`config.mk`:
```
export PLATFORM = sky130hd
export DESIGN_NAME = serial_port_switch_inputs
export DESIGN_NICKNAME = d
export VERILOG_FILES = /design/src/spsw_pkg.sv /design/src/switch_ctrl_if.sv /design/src/serial_port_switch_inputs.sv /design/src/switch_mapper.sv
export SDC_FILE = /design/constraint.sdc
export NUM_CORES = 1
export LEC_CHECK = 0
export ABC_AREA = 1
export BUFFER_PORTS_ARGS = -buffer_cell sky130_fd_sc_hd__buf_2
export CAP_MARGIN = 20
export CORE_MARGIN = 5
export CORE_UTILIZATION = 58
export CTS_BUF_LIST = sky130_fd_sc_hd__clkbuf_16
export CTS_CLUSTER_DIAMETER = 100
export DETAILED_ROUTE_END_ITERATION = 8
export PLACE_DENSITY = 0.79
export REMOVE_ABC_BUFFERS = 1
export SLEW_MARGIN = 20
export SYNTH_ARGS = -nofsm -noshare
export SYNTH_HDL_FRONTEND = slang
export SYNTH_SLANG_ARGS = --single-unit
```
`constraint.sdc`:
```
create_clock -name I_CLK -period 1.7 [get_ports I_CLK]
set_clock_uncertainty 0.05 [all_clocks]
set_input_delay 0.425 -clock I_CLK [delete_from_list [all_inputs] [get_ports I_CLK]]
set_output_delay 0.425 -clock I_CLK [all_outputs]
set_load 0.05 [all_outputs]
```
`src/spsw_pkg.sv`:
```
package spsw_pkg;
  localparam int FRAME_BITS = 16;
  localparam int SER_ON_LSB = 8;
  localparam int PAIR_LSB = 0;
  localparam int NUM_PAIRS = 4;
  localparam int NUM_SWITCHES = 8;
  localparam int SYNC_STAGES = 2;
  localparam logic [15:0] CFG_RESET = 16'h0000;
  localparam logic [15:0] SHIFT_RESET = 16'h0000;
  localparam logic [4:0] CNT_RESET = 5'h00;
  localparam logic [4:0] CNT_MAX = 5'h1f;
  localparam logic [1:0] CS_SYNC_RESET = 2'h3;
  localparam logic [1:0] PIN_SYNC_RESET = 2'h0;
  localparam logic [7:0] SWITCH_RESET = 8'h00;
endpackage

```
`src/switch_ctrl_if.sv`:
```
`timescale 1ns/1ps
interface switch_ctrl_if;
  logic [3:0] par_in;
  logic [3:0] pair_en;
  logic [7:0] ser_on;
  logic [7:0] sw_on;
  modport ctrl (output par_in, output pair_en, output ser_on, input sw_on);
  modport mapper (input par_in, input pair_en, input ser_on, output sw_on);
endinterface

```
`src/serial_port_switch_inputs.sv`:
```
`timescale 1ns/1ps
module serial_port_switch_inputs (
  input wire logic I_CLK,
  input wire logic I_ARST_N,
  input wire logic I_CS_N,
  input wire logic I_SCLK,
  input wire logic I_SI,
  input wire logic I_PARALLEL_IN_ONE,
  input wire logic I_PARALLEL_IN_THREE,
  input wire logic I_PARALLEL_IN_FIVE,
  input wire logic I_PARALLEL_IN_SEVEN,
  output logic O_SO,
  output logic O_SO_OE_N,
  output logic [7:0] O_OCTAL_LOW_SIDE_SWITCH,
  output logic [3:0] O_PAIR_EN
);

  logic [1:0] cs_sync;
  logic [1:0] sclk_sync;
  logic [1:0] si_sync;
  logic [1:0] par_sync [4];
  logic cs_d;
  logic sclk_d;
  logic [15:0] rx;
  logic [15:0] tx;
  logic [15:0] cfg;
  logic [4:0] cnt;
  logic cs_s;
  logic sclk_s;
  logic si_s;
  logic sclk_rise;
  logic sclk_fall;
  logic cs_fall;
  logic cs_rise;
  logic [3:0] par_raw;

  switch_ctrl_if sw_bus ();

  assign par_raw = {I_PARALLEL_IN_SEVEN, I_PARALLEL_IN_FIVE, I_PARALLEL_IN_THREE,
                    I_PARALLEL_IN_ONE};

  // chip select resets to deselected, as the pad pull-up holds it high
  always_ff @(posedge I_CLK or negedge I_ARST_N) begin
    if (!I_ARST_N) begin
      cs_sync <= spsw_pkg::CS_SYNC_RESET;
      cs_d <= 1'b1;
    end else begin
      cs_sync <= {cs_sync[0], I_CS_N};
      cs_d <= cs_sync[1];
    end
  end

  always_ff @(posedge I_CLK or negedge I_ARST_N) begin
    if (!I_ARST_N) begin
      sclk_sync <= spsw_pkg::PIN_SYNC_RESET;
      sclk_d <= 1'b0;
    end else begin
      sclk_sync <= {sclk_sync[0], I_SCLK};
      sclk_d <= sclk_sync[1];
    end
  end

  always_ff @(posedge I_CLK or negedge I_ARST_N) begin
    if (!I_ARST_N) begin
      si_sync <= spsw_pkg::PIN_SYNC_RESET;
    end else begin
      si_sync <= {si_sync[0], I_SI};
    end
  end

  always_ff @(posedge I_CLK or negedge I_ARST_N) begin
    if (!I_ARST_N) begin
      for (int i = 0; i < spsw_pkg::NUM_PAIRS; i++) begin
        par_sync[i] <= spsw_pkg::PIN_SYNC_RESET;
      end
    end else begin
      for (int i = 0; i < spsw_pkg::NUM_PAIRS; i++) begin
        par_sync[i] <= {par_sync[i][0], par_raw[i]};
      end
    end
  end

  // edges of a synchronised level against its one-cycle delayed copy
  function automatic logic edge_up(input logic lvl, input logic prev);
    return lvl & ~prev;
  endfunction

  function automatic logic edge_down(input logic lvl, input logic prev);
    return ~lvl & prev;
  endfunction

  // a frame counts only with exactly the agreed number of clock rises
  function automatic logic frame_len_ok(input logic [4:0] bits);
    return bits == 5'(spsw_pkg::FRAME_BITS);
  endfunction

  assign cs_s = cs_sync[1];
  assign sclk_s = sclk_sync[1];
  assign si_s = si_sync[1];
  assign sclk_rise = edge_up(sclk_s, sclk_d);
  assign sclk_fall = edge_down(sclk_s, sclk_d);
  assign cs_fall = edge_down(cs_s, cs_d);
  assign cs_rise = edge_up(cs_s, cs_d);

  // receive shifter, msb first
  always_ff @(posedge I_CLK or negedge I_ARST_N) begin
    if (!I_ARST_N) begin
      rx <= spsw_pkg::SHIFT_RESET;
    end else if (sclk_rise && !cs_s && !cs_fall) begin
      rx <= {rx[14:0], si_s};
    end
  end

  // bit counter, saturates so an overlong frame never wraps back to a legal length
  always_ff @(posedge I_CLK or negedge I_ARST_N) begin
    if (!I_ARST_N) begin
      cnt <= spsw_pkg::CNT_RESET;
    end else if (cs_fall) begin
      cnt <= spsw_pkg::CNT_RESET;
    end else if (sclk_rise && !cs_s && cnt != spsw_pkg::CNT_MAX) begin
      cnt <= cnt + 5'h01;
    end
  end

  // a frame of exactly the right length is taken on deselect
  always_ff @(posedge I_CLK or negedge I_ARST_N) begin
    if (!I_ARST_N) begin
      cfg <= spsw_pkg::CFG_RESET;
    end else if (cs_rise && frame_len_ok(cnt)) begin
      cfg <= rx;
    end
  end

  // transmit shifter, loaded with switch state on select
  always_ff @(posedge I_CLK or negedge I_ARST_N) begin
    if (!I_ARST_N) begin
      tx <= spsw_pkg::SHIFT_RESET;
    end else if (cs_fall) begin
      tx <= {sw_bus.sw_on, 4'h0, cfg[spsw_pkg::PAIR_LSB +: 4]};
    end else if (sclk_fall && !cs_s) begin
      tx <= {tx[14:0], 1'b0};
    end
  end

  assign O_SO = tx[15];
  assign O_SO_OE_N = cs_s;
  assign O_OCTAL_LOW_SIDE_SWITCH = sw_bus.sw_on;
  assign O_PAIR_EN = cfg[spsw_pkg::PAIR_LSB +: 4];

  always_comb begin
    for (int i = 0; i < spsw_pkg::NUM_PAIRS; i++) begin
      sw_bus.par_in[i] = par_sync[i][1];
    end
  end
  assign sw_bus.pair_en = cfg[spsw_pkg::PAIR_LSB +: 4];
  assign sw_bus.ser_on = cfg[spsw_pkg::SER_ON_LSB +: 8];

  switch_mapper u_mapper (
    .i_clk(I_CLK),
    .i_arst_n(I_ARST_N),
    .bus(sw_bus.mapper)
  );

  a_rise_sample: assert property (@(posedge I_CLK) disable iff (!I_ARST_N)
    (sclk_rise && !cs_s && !cs_fall) |=> rx[0] == $past(si_s) && rx[15:1] == $past(rx[14:0]))
    else $error("serial input not sampled on clock rise");
  a_idle_hold: assert property (@(posedge I_CLK) disable iff (!I_ARST_N)
    cs_s |=> $stable(rx) && $stable(cnt) && $stable(tx))
    else $error("shift state changed while deselected");
  a_tx_shift: assert property (@(posedge I_CLK) disable iff (!I_ARST_N)
    (sclk_fall && !cs_s && !cs_fall) |=> tx == {$past(tx[14:0]), 1'b0})
    else $error("output bit not shifted on clock fall");
  a_oe_select: assert property (@(posedge I_CLK) disable iff (!I_ARST_N)
    O_SO_OE_N == cs_s)
    else $error("serial output driven while deselected");
  a_frame_commit: assert property (@(posedge I_CLK) disable iff (!I_ARST_N)
    (cs_rise && cnt == 5'(spsw_pkg::FRAME_BITS)) |=> O_PAIR_EN == $past(rx[3:0]))
    else $error("complete frame not committed");
  a_short_frame: assert property (@(posedge I_CLK) disable iff (!I_ARST_N)
    (cs_rise && cnt != 5'(spsw_pkg::FRAME_BITS)) |=> $stable(cfg))
    else $error("bad length frame committed");
  // bit counter clears and transmit shifter loads on select; counter and shifters otherwise move only on their own clock edge
  a_cnt_clear: assert property (@(posedge I_CLK) disable iff (!I_ARST_N)
    cs_fall |=> cnt == spsw_pkg::CNT_RESET)
    else $error("bit count not cleared on select");
  a_cnt_step: assert property (@(posedge I_CLK) disable iff (!I_ARST_N)
    (sclk_rise && !cs_s && !cs_fall && cnt != spsw_pkg::CNT_MAX)
      |=> cnt == $past(cnt) + 5'h01)
    else $error("bit count not advanced on clock rise");
  a_cnt_fall_hold: assert property (@(posedge I_CLK) disable iff (!I_ARST_N)
    (sclk_fall && !cs_fall) |=> $stable(cnt))
    else $error("bit count moved on clock fall");
  a_rx_fall_hold: assert property (@(posedge I_CLK) disable iff (!I_ARST_N)
    sclk_fall |=> $stable(rx))
    else $error("serial input sampled on clock fall");
  a_tx_rise_hold: assert property (@(posedge I_CLK) disable iff (!I_ARST_N)
    (sclk_rise && !cs_fall) |=> $stable(tx))
    else $error("output shifter moved on clock rise");
  a_tx_load: assert property (@(posedge I_CLK) disable iff (!I_ARST_N)
    cs_fall |=> tx == {$past(O_OCTAL_LOW_SIDE_SWITCH), 4'h0, $past(O_PAIR_EN)})
    else $error("output frame not loaded on select");
  a_so_first_bit: assert property (@(posedge I_CLK) disable iff (!I_ARST_N)
    cs_fall |=> O_SO == $past(O_OCTAL_LOW_SIDE_SWITCH[7]))
    else $error("first output bit wrong");
  a_ser_commit: assert property (@(posedge I_CLK) disable iff (!I_ARST_N)
    (cs_rise && frame_len_ok(cnt)) |=> sw_bus.ser_on == $past(rx[15:8]))
    else $error("serial switch bits not committed");
  a_cfg_select_hold: assert property (@(posedge I_CLK) disable iff (!I_ARST_N)
    !cs_s |=> $stable(cfg))
    else $error("configuration changed while selected");

endmodule

```
`src/switch_mapper.sv`:
```
`timescale 1ns/1ps
module switch_mapper (
  input wire logic i_clk,
  input wire logic i_arst_n,
  switch_ctrl_if.mapper bus
);

  // odd output follows its input ORed with its serial bit, even output copies it only when paired
  always_ff @(posedge i_clk or negedge i_arst_n) begin
    if (!i_arst_n) begin
      bus.sw_on <= spsw_pkg::SWITCH_RESET;
    end else begin
      for (int p = 0; p < spsw_pkg::NUM_PAIRS; p++) begin
        bus.sw_on[2*p] <= bus.par_in[p] | bus.ser_on[2*p];
        if (bus.pair_en[p]) begin
          bus.sw_on[2*p+1] <= bus.par_in[p] | bus.ser_on[2*p];
        end else begin
          bus.sw_on[2*p+1] <= bus.ser_on[2*p+1];
        end
      end
    end
  end

  a_out_one_follow: assert property (@(posedge i_clk) disable iff (!i_arst_n)
    !bus.ser_on[0] |=> bus.sw_on[0] == $past(bus.par_in[0]))
    else $error("output 1 does not follow input one");
  a_pair_one_two: assert property (@(posedge i_clk) disable iff (!i_arst_n)
    (bus.pair_en[0] && !bus.ser_on[0]) |=> bus.sw_on[1] == $past(bus.par_in[0]) && bus.sw_on[0] == bus.sw_on[1])
    else $error("outputs 1 and 2 not driven together");
  a_pair_three_four: assert property (@(posedge i_clk) disable iff (!i_arst_n)
    (bus.pair_en[1] && !bus.ser_on[2]) |=> bus.sw_on[3] == $past(bus.par_in[1]) && bus.sw_on[2] == bus.sw_on[3])
    else $error("outputs 3 and 4 not driven together");
  a_pair_five_six: assert property (@(posedge i_clk) disable iff (!i_arst_n)
    (bus.pair_en[2] && !bus.ser_on[4]) |=> bus.sw_on[5] == $past(bus.par_in[2]) && bus.sw_on[4] == bus.sw_on[5])
    else $error("outputs 5 and 6 not driven together");
  a_pair_seven_eight: assert property (@(posedge i_clk) disable iff (!i_arst_n)
    (bus.pair_en[3] && !bus.ser_on[6]) |=> bus.sw_on[7] == $past(bus.par_in[3]) && bus.sw_on[6] == bus.sw_on[7])
    else $error("outputs 7 and 8 not driven together");
  a_even_isolated: assert property (@(posedge i_clk) disable iff (!i_arst_n)
    (!bus.pair_en[0] && !bus.ser_on[1]) |=> !bus.sw_on[1])
    else $error("output 2 responds to input one while unpaired");

endmodule
```
Yosys cells after proc, flatten, opt, wreduce, memory -nomap -nowiden --
Index checks and enable logic that the tools add are counted.
Operators by class: add/sub/neg operators 1, equality and inequality tests 2, muxes and demuxes 8, bitwise logic cells 12, reduce and logical (&&, ||, !) cells 9
Operators with widths (count):
- $mux 16 | 2
- $mux 5 | 2
- $add 5x1->5 const B | 1
- $eq 5x5->1 const B | 1
- $logic_and 1x1->1 | 5
- $ne 5x5->1 const B | 1
- $and 1x1->1 | 4
- $mux 1 | 4
- $not 1->1 | 4
- $or 1x1->1 | 4
- $reduce_bool 2->1 | 2
- $logic_not 1->1 | 2
Word-level totals: register bits 77, bits of input ports 9, logic and storage cells 46

Longest topological paths before layout --
Gate-level depths: netlist (run 1).
depth after elaboration 6, depth in mapped cells 9, depth with buffers taken out 9

Cells and area by module --
From an unflattened synthesis (run 1), not the netlist that was laid out.
Unflattened totals: cells, all modules 279, area, all modules 2849.0 µm²
Modules (own cells, without submodules):
- serial_port_switch_inputs | instances 1, cells each 251, area each 2558.7 µm²
- switch_mapper | instances 1, cells each 28, area each 290.3 µm²

Least setup slack after synthesis (run 1) --
OpenSTA, ideal clock, no wires.
path kind reg2reg, start register cs_sync[1], end register cfg[8], arrival 1.410 ns, data required time 1.532 ns, slack 0.122 ns, stages on the path, launching flop included 7, clock period less this slack 1.578 ns, path through dfstp_2 > inv_2 > nor3_4 > nand2_1 > buf_2 > nand2_1 > o21ai_2
Between the ends: word-level cells in the longest chain between the ends 2
RTL lines:
- from (decl) | RTL line serial_port_switch_inputs.sv:18 | logic [1:0] cs_sync;
- from (signal assigned) | RTL line serial_port_switch_inputs.sv:45 | cs_sync <= spsw_pkg::CS_SYNC_RESET;
- from (signal assigned) | RTL line serial_port_switch_inputs.sv:48 | cs_sync <= {cs_sync[0], I_CS_N};
- $and 1x1->1 | RTL line serial_port_switch_inputs.sv:85 | return lvl & ~prev;
- $logic_and 1x1->1 | RTL line serial_port_switch_inputs.sv:129 | end else if (cs_rise && frame_len_ok(cnt)) begin
- to (signal assigned) | RTL line serial_port_switch_inputs.sv:128 | cfg <= spsw_pkg::CFG_RESET;
- to (signal assigned) | RTL line serial_port_switch_inputs.sv:130 | cfg <= rx;
- to (decl) | RTL line serial_port_switch_inputs.sv:26 | logic [15:0] cfg;
No other way between the ends. A chain may end at the register's enable or synchronous reset.

Final worst setup path (run 1) --
start register cs_sync[1], end output O_SO_OE_N
RTL lines:
- to (decl) | RTL line serial_port_switch_inputs.sv:13 | output logic O_SO_OE_N,
No word-level cell between the ends.

==> results of run 1 <==
## cell type report
cell class,count,area share
sequential,73,0.559
multi-input combinational,170,0.257
clock buffer,9,0.0687
timing repair buffer,26,0.0466
inverter,28,0.0321
tap,67,0.0256
clock inverter,7,0.0118
## stage by stage
| stage | cell area [um^2] | hold WS [ns] |
|---|---|---|
| after detailed placement | 2990 | 0.286 |
| after global placement | 2990 | 0.282 |
| after floorplan | 2760 | 0.0794 |
| final | 3280 | 0.0611 |
| after global routing | 3280 | 0.115 |
| after CTS | 3250 | 0.0864 |
## worst min path at each step
stage / startpoint / to / slack [ns] / cells past startpoint
detailed placement: par_sync[0] / par_sync[1] / 0.29 / 0
finish: I_ARST_N / tx[6] / 0.06 / 2
CTS: I_ARST_N / tx[13] / 0.09 / 2
global route: I_ARST_N / cnt[1] / 0.12 / 2
global placement: par_sync[2] / par_sync[3] / 0.28 / 0
floorplan: I_ARST_N / cfg[0] / 0.08 / 0
## layer usage
layer / global-route usage / vias up / share of wire
li1: - / 941 / -
met5: 0 / - / 0
met4: 0.106 / 0 / 0.022
met3: 0.0381 / 10 / 0.037
met1: 0.252 / 929 / 0.44
met2: 0.281 / 32 / 0.50
## layout by cell type (no fill, tap or decap)
cell type	Yosys	layout
sky130_fd_sc_hd__buf_2	2	22
sky130_fd_sc_hd__o21ai_0	16	16
sky130_fd_sc_hd__buf_4	8	3
sky130_fd_sc_hd__nand2_2	1	2
sky130_fd_sc_hd__clkbuf_16	0	9
sky130_fd_sc_hd__nor3_4	1	1
sky130_fd_sc_hd__o21ai_2	7	7
sky130_fd_sc_hd__a21oi_1	7	7
sky130_fd_sc_hd__dfstp_2	3	3
sky130_fd_sc_hd__clkinvlp_4	0	1
sky130_fd_sc_hd__inv_1	25	27
sky130_fd_sc_hd__nand4_1	3	3
sky130_fd_sc_hd__ha_1	3	2
sky130_fd_sc_hd__nor2_2	0	1
sky130_fd_sc_hd__o21ai_1	2	2
sky130_fd_sc_hd__inv_2	3	3
sky130_fd_sc_hd__ha_2	0	1
sky130_fd_sc_hd__buf_12	0	1
sky130_fd_sc_hd__or2_2	5	5
sky130_fd_sc_hd__nand3_4	0	1
sky130_fd_sc_hd__nand3b_1	1	1
sky130_fd_sc_hd__nor3_2	1	1
sky130_fd_sc_hd__nand3_1	27	27
sky130_fd_sc_hd__dfrtp_1	70	70
sky130_fd_sc_hd__nor2_1	15	14
sky130_fd_sc_hd__o22ai_1	1	1
sky130_fd_sc_hd__nand2_4	1	1
sky130_fd_sc_hd__nand2_1	78	77
sky130_fd_sc_hd__inv_6	0	1
sky130_fd_sc_hd__clkinv_2	0	3
## cell families (layout without fill, tap and decap cells)
| group | count (synthesis) | after routing | synth area share |
|---|---|---|---|
| AO/OA/AOI/OAI | 33 | 33 | 0.0675 |
| adder cells (fa/ha/maj) | 3 | 3 | 0.0132 |
| buffers and inverters | 40 | 70 | 0.0693 |
| flip-flops | 73 | 73 | 0.641 |
| AND/OR/NAND/NOR | 134 | 134 | 0.209 |
## registers in the layout, indices dropped and copies added (netlist names)
name / flops
rx: 16
sclk_sync: 2
tx: 16
cs_sync: 2
si_sync: 2
par_sync: 8
u_mapper.bus.sw_on: 8
cs_d: 1
cfg: 12
sclk_d: 1
cnt: 5
## power by group through the flow
stage / registers [uW] / logic, uW / clock network [uW]
floorplan: 1980 / 154 / 0
global placement: 1970 / 268 / 0
detailed placement: 1970 / 279 / 0
CTS: 1940 / 284 / 1670
global route: 1960 / 328 / 1750
finish: 1940 / 284 / 1650
## what timing repair did
action                     in CTS  in global routing
setup buffers                   0                  1
resized for setup               0                  4
hold endpoints to repair        0                  0
setup endpoints to repair       0                 16
==> results by stage, run 1 <==
Finish:
- The finished layout holds 380 standard cells, fillers aside.
- The area growth from synthesis to layout is 14.8%.
- In the final layout, the share of cells above drive strength 1 is 0.211.
- After filler insertion, the fill cell instance count of the layout stands at 372.
- The combined flip-flop and latch cell area is 0.00183 mm^2.
- After the last flow step, the layout net total stands at 320.
- For this run, the share of the core covered by cells in the final layout is 0.689.
- Summing all multi-input logic gate instances after layout gives 841 um^2.
- The number of antenna diodes in the final layout is 0.

Clocking:
- Buffers inserted during clock tree synthesis total 9.
- The number of buffers inserted by hold repair at cts is 0.
- In this run the number of H-tree levels came out at 3.
- The longest clock path from root to sink contains 2 buffers.
- The TritonCTS clock tree is done.
- The master cell of the clock root buffer is sky130_fd_sc_hd__clkbuf_16.
- The clock-pin slew on the worst setup and hold paths is around 0.05 ns.
- The clock reaches the later pin of the worst-skew pair after 0.33 ns.
- The clock sink total is 73.

Outcome:
- The run finished with clean final reports.

STA:
- The setup TNS is 0 ns.
- The number of slew-limit violations in the final report is 0.
- Measured against its own limit, the worst slew margin works out to 0.746.
- The minimum clock period is 1.65 ns.
- Of the available clock period, the critical path in the final layout requires 0.972.
- The maximum operating frequency is roughly 600 MHz.
- The slew at the pin closest to its max-slew limit is ~0.38 ns.
- Setup violations remaining at the end of the flow were counted as 0.
- The final worst-path setup slack is 0.0479 ns.
- Setup repair after global routing left no endpoint under its margin.
- The number of hold violations in the final report came to 0.

Critical path:
- STA puts the critical path data arrival time at ~1.2 ns.
- The slowest stage of the critical path is the sky130_fd_sc_hd__dfstp_2 cell.
- In this run the register-to-register setup slack is roughly 0.16 ns.
- The critical path launch point type is a register.
- The path type of the worst setup path is reg2out.
- The critical register-to-register path endpoint is cnt[4].
- The top fanout value on the critical path is 5.
- In this run the number of cells on the critical path is 1.
- The launching point of the worst reg2reg path is cnt[0].
- The longest individual stage delay on the worst path is around 0.57 ns.
- For the worst flop-to-flop path, the logic depth is 9.
- STA classifies the critical path endpoint as a primary output.
- Counting both buffers and inverters, the worst setup path holds a total of 1.
- The dominant delay contributor by cell family on the critical path is flip-flops.
- The critical path endpoint is O_SO_OE_N.
- The signal on the critical path passes through buf_2.
- Data on the critical path is required at its endpoint by 1.22 ns.
- In this run the worst setup path begins at cs_sync[1].

Logic synthesis:
- Of all flip-flops after synthesis, the portion carrying an async set or reset was 1.00.
- By area the synthesized netlist is led by sky130_fd_sc_hd__dfrtp_1 61%, sky130_fd_sc_hd__nand2_1 10%, sky130_fd_sc_hd__nand3_1 4.7%, sky130_fd_sc_hd__inv_1 3.3%, sky130_fd_sc_hd__o21ai_0 2.8%.
- The most used flip-flop cell after synthesis is sky130_fd_sc_hd__dfrtp_1.
- After synthesis, the mean cell area works out to 10.1 um^2.
- For this run, the number of Yosys warnings is 0.
- The cell taking the most area after synthesis is sky130_fd_sc_hd__dfrtp_1.
- The fraction of synthesized cell area taken by the top area cell type is 0.614.
- The cell count after synthesis is roughly 280.
- The synthesized design contains 73 register bits.
- The sequential fraction of the synthesis area is 0.641.
- The number of enable-type register cells in the synthesized netlist is 0.
- Among all cell types in the netlist, the one instantiated most often is sky130_fd_sc_hd__nand2_1.
- The number of distinct library cells after synthesis is 24.
- Sorting the synthesized cells by how often they occur yields 78 x sky130_fd_sc_hd__nand2_1, 70 x sky130_fd_sc_hd__dfrtp_1, 27 x sky130_fd_sc_hd__nand3_1, 25 x sky130_fd_sc_hd__inv_1, 16 x sky130_fd_sc_hd__o21ai_0.
- The post-synthesis cell area is 0.00285 mm^2.

Die:
- The core region is 0.00475 mm^2.
- In this run the horizontal extent of the chip is 80.1 um.
- During I/O placement, the number of pins put on the boundary was 23.
- The initial cell density of the core is 0.600.
- After floorplanning, the core was divided into 25 placement rows.
- The height of the die is approximately 80 um.
- The die covers about 0.0064 mm^2.

GRT:
- The initial antenna violation count is 0.
- The number of global-route vias before repair is 1957.
- The global routing usage summed across all routing layers is 0.187.
- The remaining global-route overflow is 0.
- The first global-routing pass estimated 8980 um of wire.
- Entering global routing, the biggest net connects 74 pins.

Power and ir drop:
- The largest voltage drop on the vdd net is 0.000987 V.
- The analysis attributes to net switching a power of 942 uW.
- The internal power summed over all cells is 2930 uW.
- The share of total power dissipated in sequential elements is 0.502.
- The clock share of power is 0.425.
- The part of the power in combinational logic is 0.073.
- The sum of internal, switching and leakage power is a little under 4000 uW.
- The power per unit of standard cell area is 1180 mW/mm^2.
- For this design the static power due to leakage is around 0.0017 uW.
- The switching power as a share of total power is 0.243.

Routing:
- Dividing the detail-routed wire length by the instance count gives 13.7 um.
- In the routed design, unresolved DRC markers number 0.
- After detailed routing, the number of vias per cell comes to a little over 5.
- For this block, the routed nets add up to 5190 um of wire.
- The first TritonRoute pass finished after 4 iterations.
- The detailed router finished its first iteration with around 110 violations.
- The count of nets left with antenna violations once routing finished came out at 0.
- The final route contains 1912 vias.

Place:
- The routability congestion estimate is 0.821.
- The count of buffers inserted at the top-level ports is 22.
- At the placement stage, the worst setup path has a slack of approximately 0.12 ns.
- Once detailed placement completed, the half-perimeter wirelength came to 3330 um.
- In this run, placement finished with an instance count of 363.

Flow run:
- The number of max-capacitance violations reported is 0.

Min path:
- The path type of the worst min-delay path is in2async.
Note: power is estimated with default switching activity, not from simulation.
==> run 2: changes to the inputs <==
- CORE_UTILIZATION: 58 -> 35
- PLACE_DENSITY: 0.79 -> 0.52
==> results by stage, run 2 (same netlist as run 1, synthesis figures left out) <==
Outcome:
- Result of the run: finished clean (unchanged).

Min path:
- The worst-case hold path end point is par_sync[2].
- The critical hold path startpoint is I_PARALLEL_IN_FIVE.
- Counting instances, the worst hold path has a depth of 1.
- The path type of the worst min-delay path is in2reg (was in2async).

Place:
- The total half-perimeter wirelength after legalization and detailed placement is 3550 um (was 3330 um).
- The cell total after placement came to 405 (was 363).
- The placed instance area came to 0.00311 mm^2 (was 0.00299 mm^2).
- The routability congestion estimate came to 0.730 (was 0.821).
- The post-place setup slack is 0.127 ns (was 0.119 ns).
- The count of buffers inserted at the top-level ports came to 22 (unchanged).

Die:
- The row count was 33 (was 25).
- The core region area came to 0.00809 mm^2 (was 0.00475 mm^2).
- The number of top-level pins was 23 (unchanged).
- The area of the die was 0.0101 mm^2 (was 0.00642 mm^2).
- The width of the chip is 100 um (was 80.1 um).
- The initial cell density of the core was 0.353 (was 0.600).
- The height of the die came to 100 um (was 80.1 um).

STA:
- The tightest hold margin was 0.150 ns (was 0.0611 ns).
- The ratio of final minimum period to clock period is 0.971 (was 0.972).
- Setup repair after global routing missed its margin: false (unchanged).
- The number of hold violations in the final report came to 0 (unchanged).
- The worst-case headroom to the max-slew limit is 0.596 (was 0.746).
- The number of slew-limit violations in the final report is 0 (unchanged).
- The final worst-path setup slack was 0.0485 ns (was 0.0479 ns).
- The maximum operating frequency was 606 MHz (was 605 MHz).
- The final setup violation count came to 0 (unchanged).
- The minimum clock period is 1.65 ns (about the same).
- The slew at the pin closest to its max-slew limit is 0.605 ns (was 0.382 ns).

Routing:
- The number of vias per cell after detailed routing was 4.53 (was 5.03).
- The number of design rule violations left after detail routing was 0 (unchanged).
- The final routed wire length divided by cell count is 12.5 um (was 13.7 um).
- The number of nets with antenna violations after detailed routing is 0 (unchanged).
- The number of violations reported at the end of detailed-routing iteration 0 is 73 (was 107).
- The total via count in the routed design is 1912 (unchanged).
- The post-detailed-routing wire length is 5260 um (was 5190 um).
- The detailed-router iteration count before antenna repair is 4 (unchanged).

GRT:
- The remaining global-route overflow was 0 (unchanged).
- The number of global-route vias before repair was 1881 (was 1957).
- The pin count of the biggest net entering global routing is 33 (was 74).
- The initial antenna violation count is 0 (unchanged).
- The global routing usage summed across all routing layers came to 0.119 (was 0.187).
- The global-route wire length before repair is 9360 um (was 8980 um).

Finish:
- Largest registers: rx: 16 flops, tx: 16 flops, cfg: 12 flops (unchanged).
- The most common cell after layout, fill and taps aside is sky130_fd_sc_hd__nand2_1 (unchanged).
- The summed area of non-filler cells in the final layout is 0.00345 mm^2 (was 0.00328 mm^2).
- The final net count is 324 (was 320).
- The layout overhead on the synthesized area was 20.8% (was 14.8%).
- The share of layout cells above drive strength 1 is 0.215 (was 0.211).
- The total inserted antenna cells came to 0 (unchanged).
- Most frequent cells in the layout: 78 x sky130_fd_sc_hd__nand2_1, 70 x sky130_fd_sc_hd__dfrtp_1, 27 x sky130_fd_sc_hd__nand3_1, 25 x sky130_fd_sc_hd__inv_1, 20 x sky130_fd_sc_hd__buf_2 (was 77 x sky130_fd_sc_hd__nand2_1, 70 x sky130_fd_sc_hd__dfrtp_1, 27 x sky130_fd_sc_hd__inv_1, 27 x sky130_fd_sc_hd__nand3_1, 22 x sky130_fd_sc_hd__buf_2).
- The final instance count without filler cells is 422 (was 380).

Critical path:
- The top fanout value on the critical path is 5 (unchanged).
- The critical path capture point type is a primary output (unchanged).
- The launching point of the worst reg2reg path is cnt[0] (unchanged).
- The longest individual stage delay on the worst path is 0.59 ns (was 0.57 ns).
- The buffering stage count on the worst path with inverters included is 1 (unchanged).
- The length in cells of the worst reg-to-reg path is 9 (unchanged).
- The critical path launch point type is a register (unchanged).
- Critical-path cell list: clkbuf_4 (was buf_2).
- The slowest cell on the critical path is sky130_fd_sc_hd__dfstp_2 (unchanged).
- The worst reg-to-reg setup slack is 0.15 ns (was 0.16 ns).
- The dominant delay contributor by cell family on the critical path is flip-flops (unchanged).
- The endpoint required time on the critical path came to 1.22 ns (about the same).
- The critical register-to-register path endpoint is cnt[3] (was cnt[4]).
- The arrival time of data at the critical path endpoint is 1.18 ns (about the same).
- The path type of the worst setup path was reg2out (unchanged).

Clocking:
- The clock insertion delay at the later pin of the skew report is 0.33 ns (about the same).
- The number of CTS-inserted buffers is 9 (unchanged).
- The master cell of the clock root buffer is sky130_fd_sc_hd__clkbuf_16 (unchanged).
- The H-tree depth came to 3 (unchanged).
- The clock-pin slew on the worst setup and hold paths was 0.06 ns (was 0.05 ns).
- The maximum buffer depth of the clock tree was 2 (unchanged).
- The TritonCTS clock tree is done (unchanged).
- The clock sink total is 73 (unchanged).

Power and ir drop:
- The largest voltage drop on the vdd net is 0.000631 V (was 0.000987 V).
- The cell leakage power came to 0.00173 uW (was 0.00167 uW).
- The power per unit of standard cell area is 1220 mW/mm^2 (was 1180 mW/mm^2).
- The sum of internal, switching and leakage power is 4220 uW (was 3870 uW).

Flow run:
- The number of max-capacitance violations reported was 0 (unchanged).
## run 2: worst reg2reg max path: stages (launching register included)
cell	delay, ns
sky130_fd_sc_hd__dfrtp_1	0.40
sky130_fd_sc_hd__ha_1	0.21
sky130_fd_sc_hd__nand2_1	0.08
sky130_fd_sc_hd__nor2_1	0.05
sky130_fd_sc_hd__ha_1	0.20
sky130_fd_sc_hd__nand3b_1	0.16
sky130_fd_sc_hd__nand2_1	0.10
sky130_fd_sc_hd__inv_1	0.08
sky130_fd_sc_hd__nand2_1	0.06
sky130_fd_sc_hd__nand2_1	0.05
## run 2: worst max-delay path by stage
stage                     depth (start not counted)        end  startpoint
final                                             1  O_SO_OE_N  cs_sync[1]
after global routing                              9     cnt[2]      cnt[0]
after CTS                                         1  O_SO_OE_N  cs_sync[1]
after detailed placement                          3     tx[10]  cs_sync[1]
after global placement                            3     tx[10]  cs_sync[1]
after floorplan                                   5    cfg[10]  cs_sync[1]
## run 2: per-layer routing
layer,vias to the layer above,track usage,routed length (um),share of wire
met5,-,0,0,0
met4,0,0.0560,112,0.021
met3,13,0.0327,174,0.033
met2,21,0.182,2440,0.46
met1,926,0.156,2520,0.48
li1,952,-,-,-
## run 2: stage by stage
step	setup TNS [ns]	util
after floorplan	-1.39	-
after global placement	0	0.384
after detailed placement	0	0.384
after CTS	0	0.425
after global routing	0	0.426
final	0	0.426
## run 2: final cells by class
cell class              instances  area [um^2]
clock buffers                   9          225
clock inverters                 7         93.8
fillers                       822         4640
inverters                      28          105
multi-input cells             170          835
flip-flops and latches         73         1830
well taps                     105          131
repair buffers                 30          228
## run 2: repair_timing
action / CTS / global route
hold buffers: 1 / 0
endpoints found under the hold margin: 12 / 0
resized for setup: 0 / 3
buffers inserted: 0 / 0
endpoints found under the setup margin: 0 / 4
## run 2: report_power, final
part | internal, uW | switching, uW | total (uW) | leakage [uW]
clock network | 1280 | 710 | 1990 | 0.000153
registers | 1870 | 67.7 | 1940 | 0.000943
logic | 92.8 | 198 | 290 | 0.000629
total | 3250 | 975 | 4220 | 0.00173
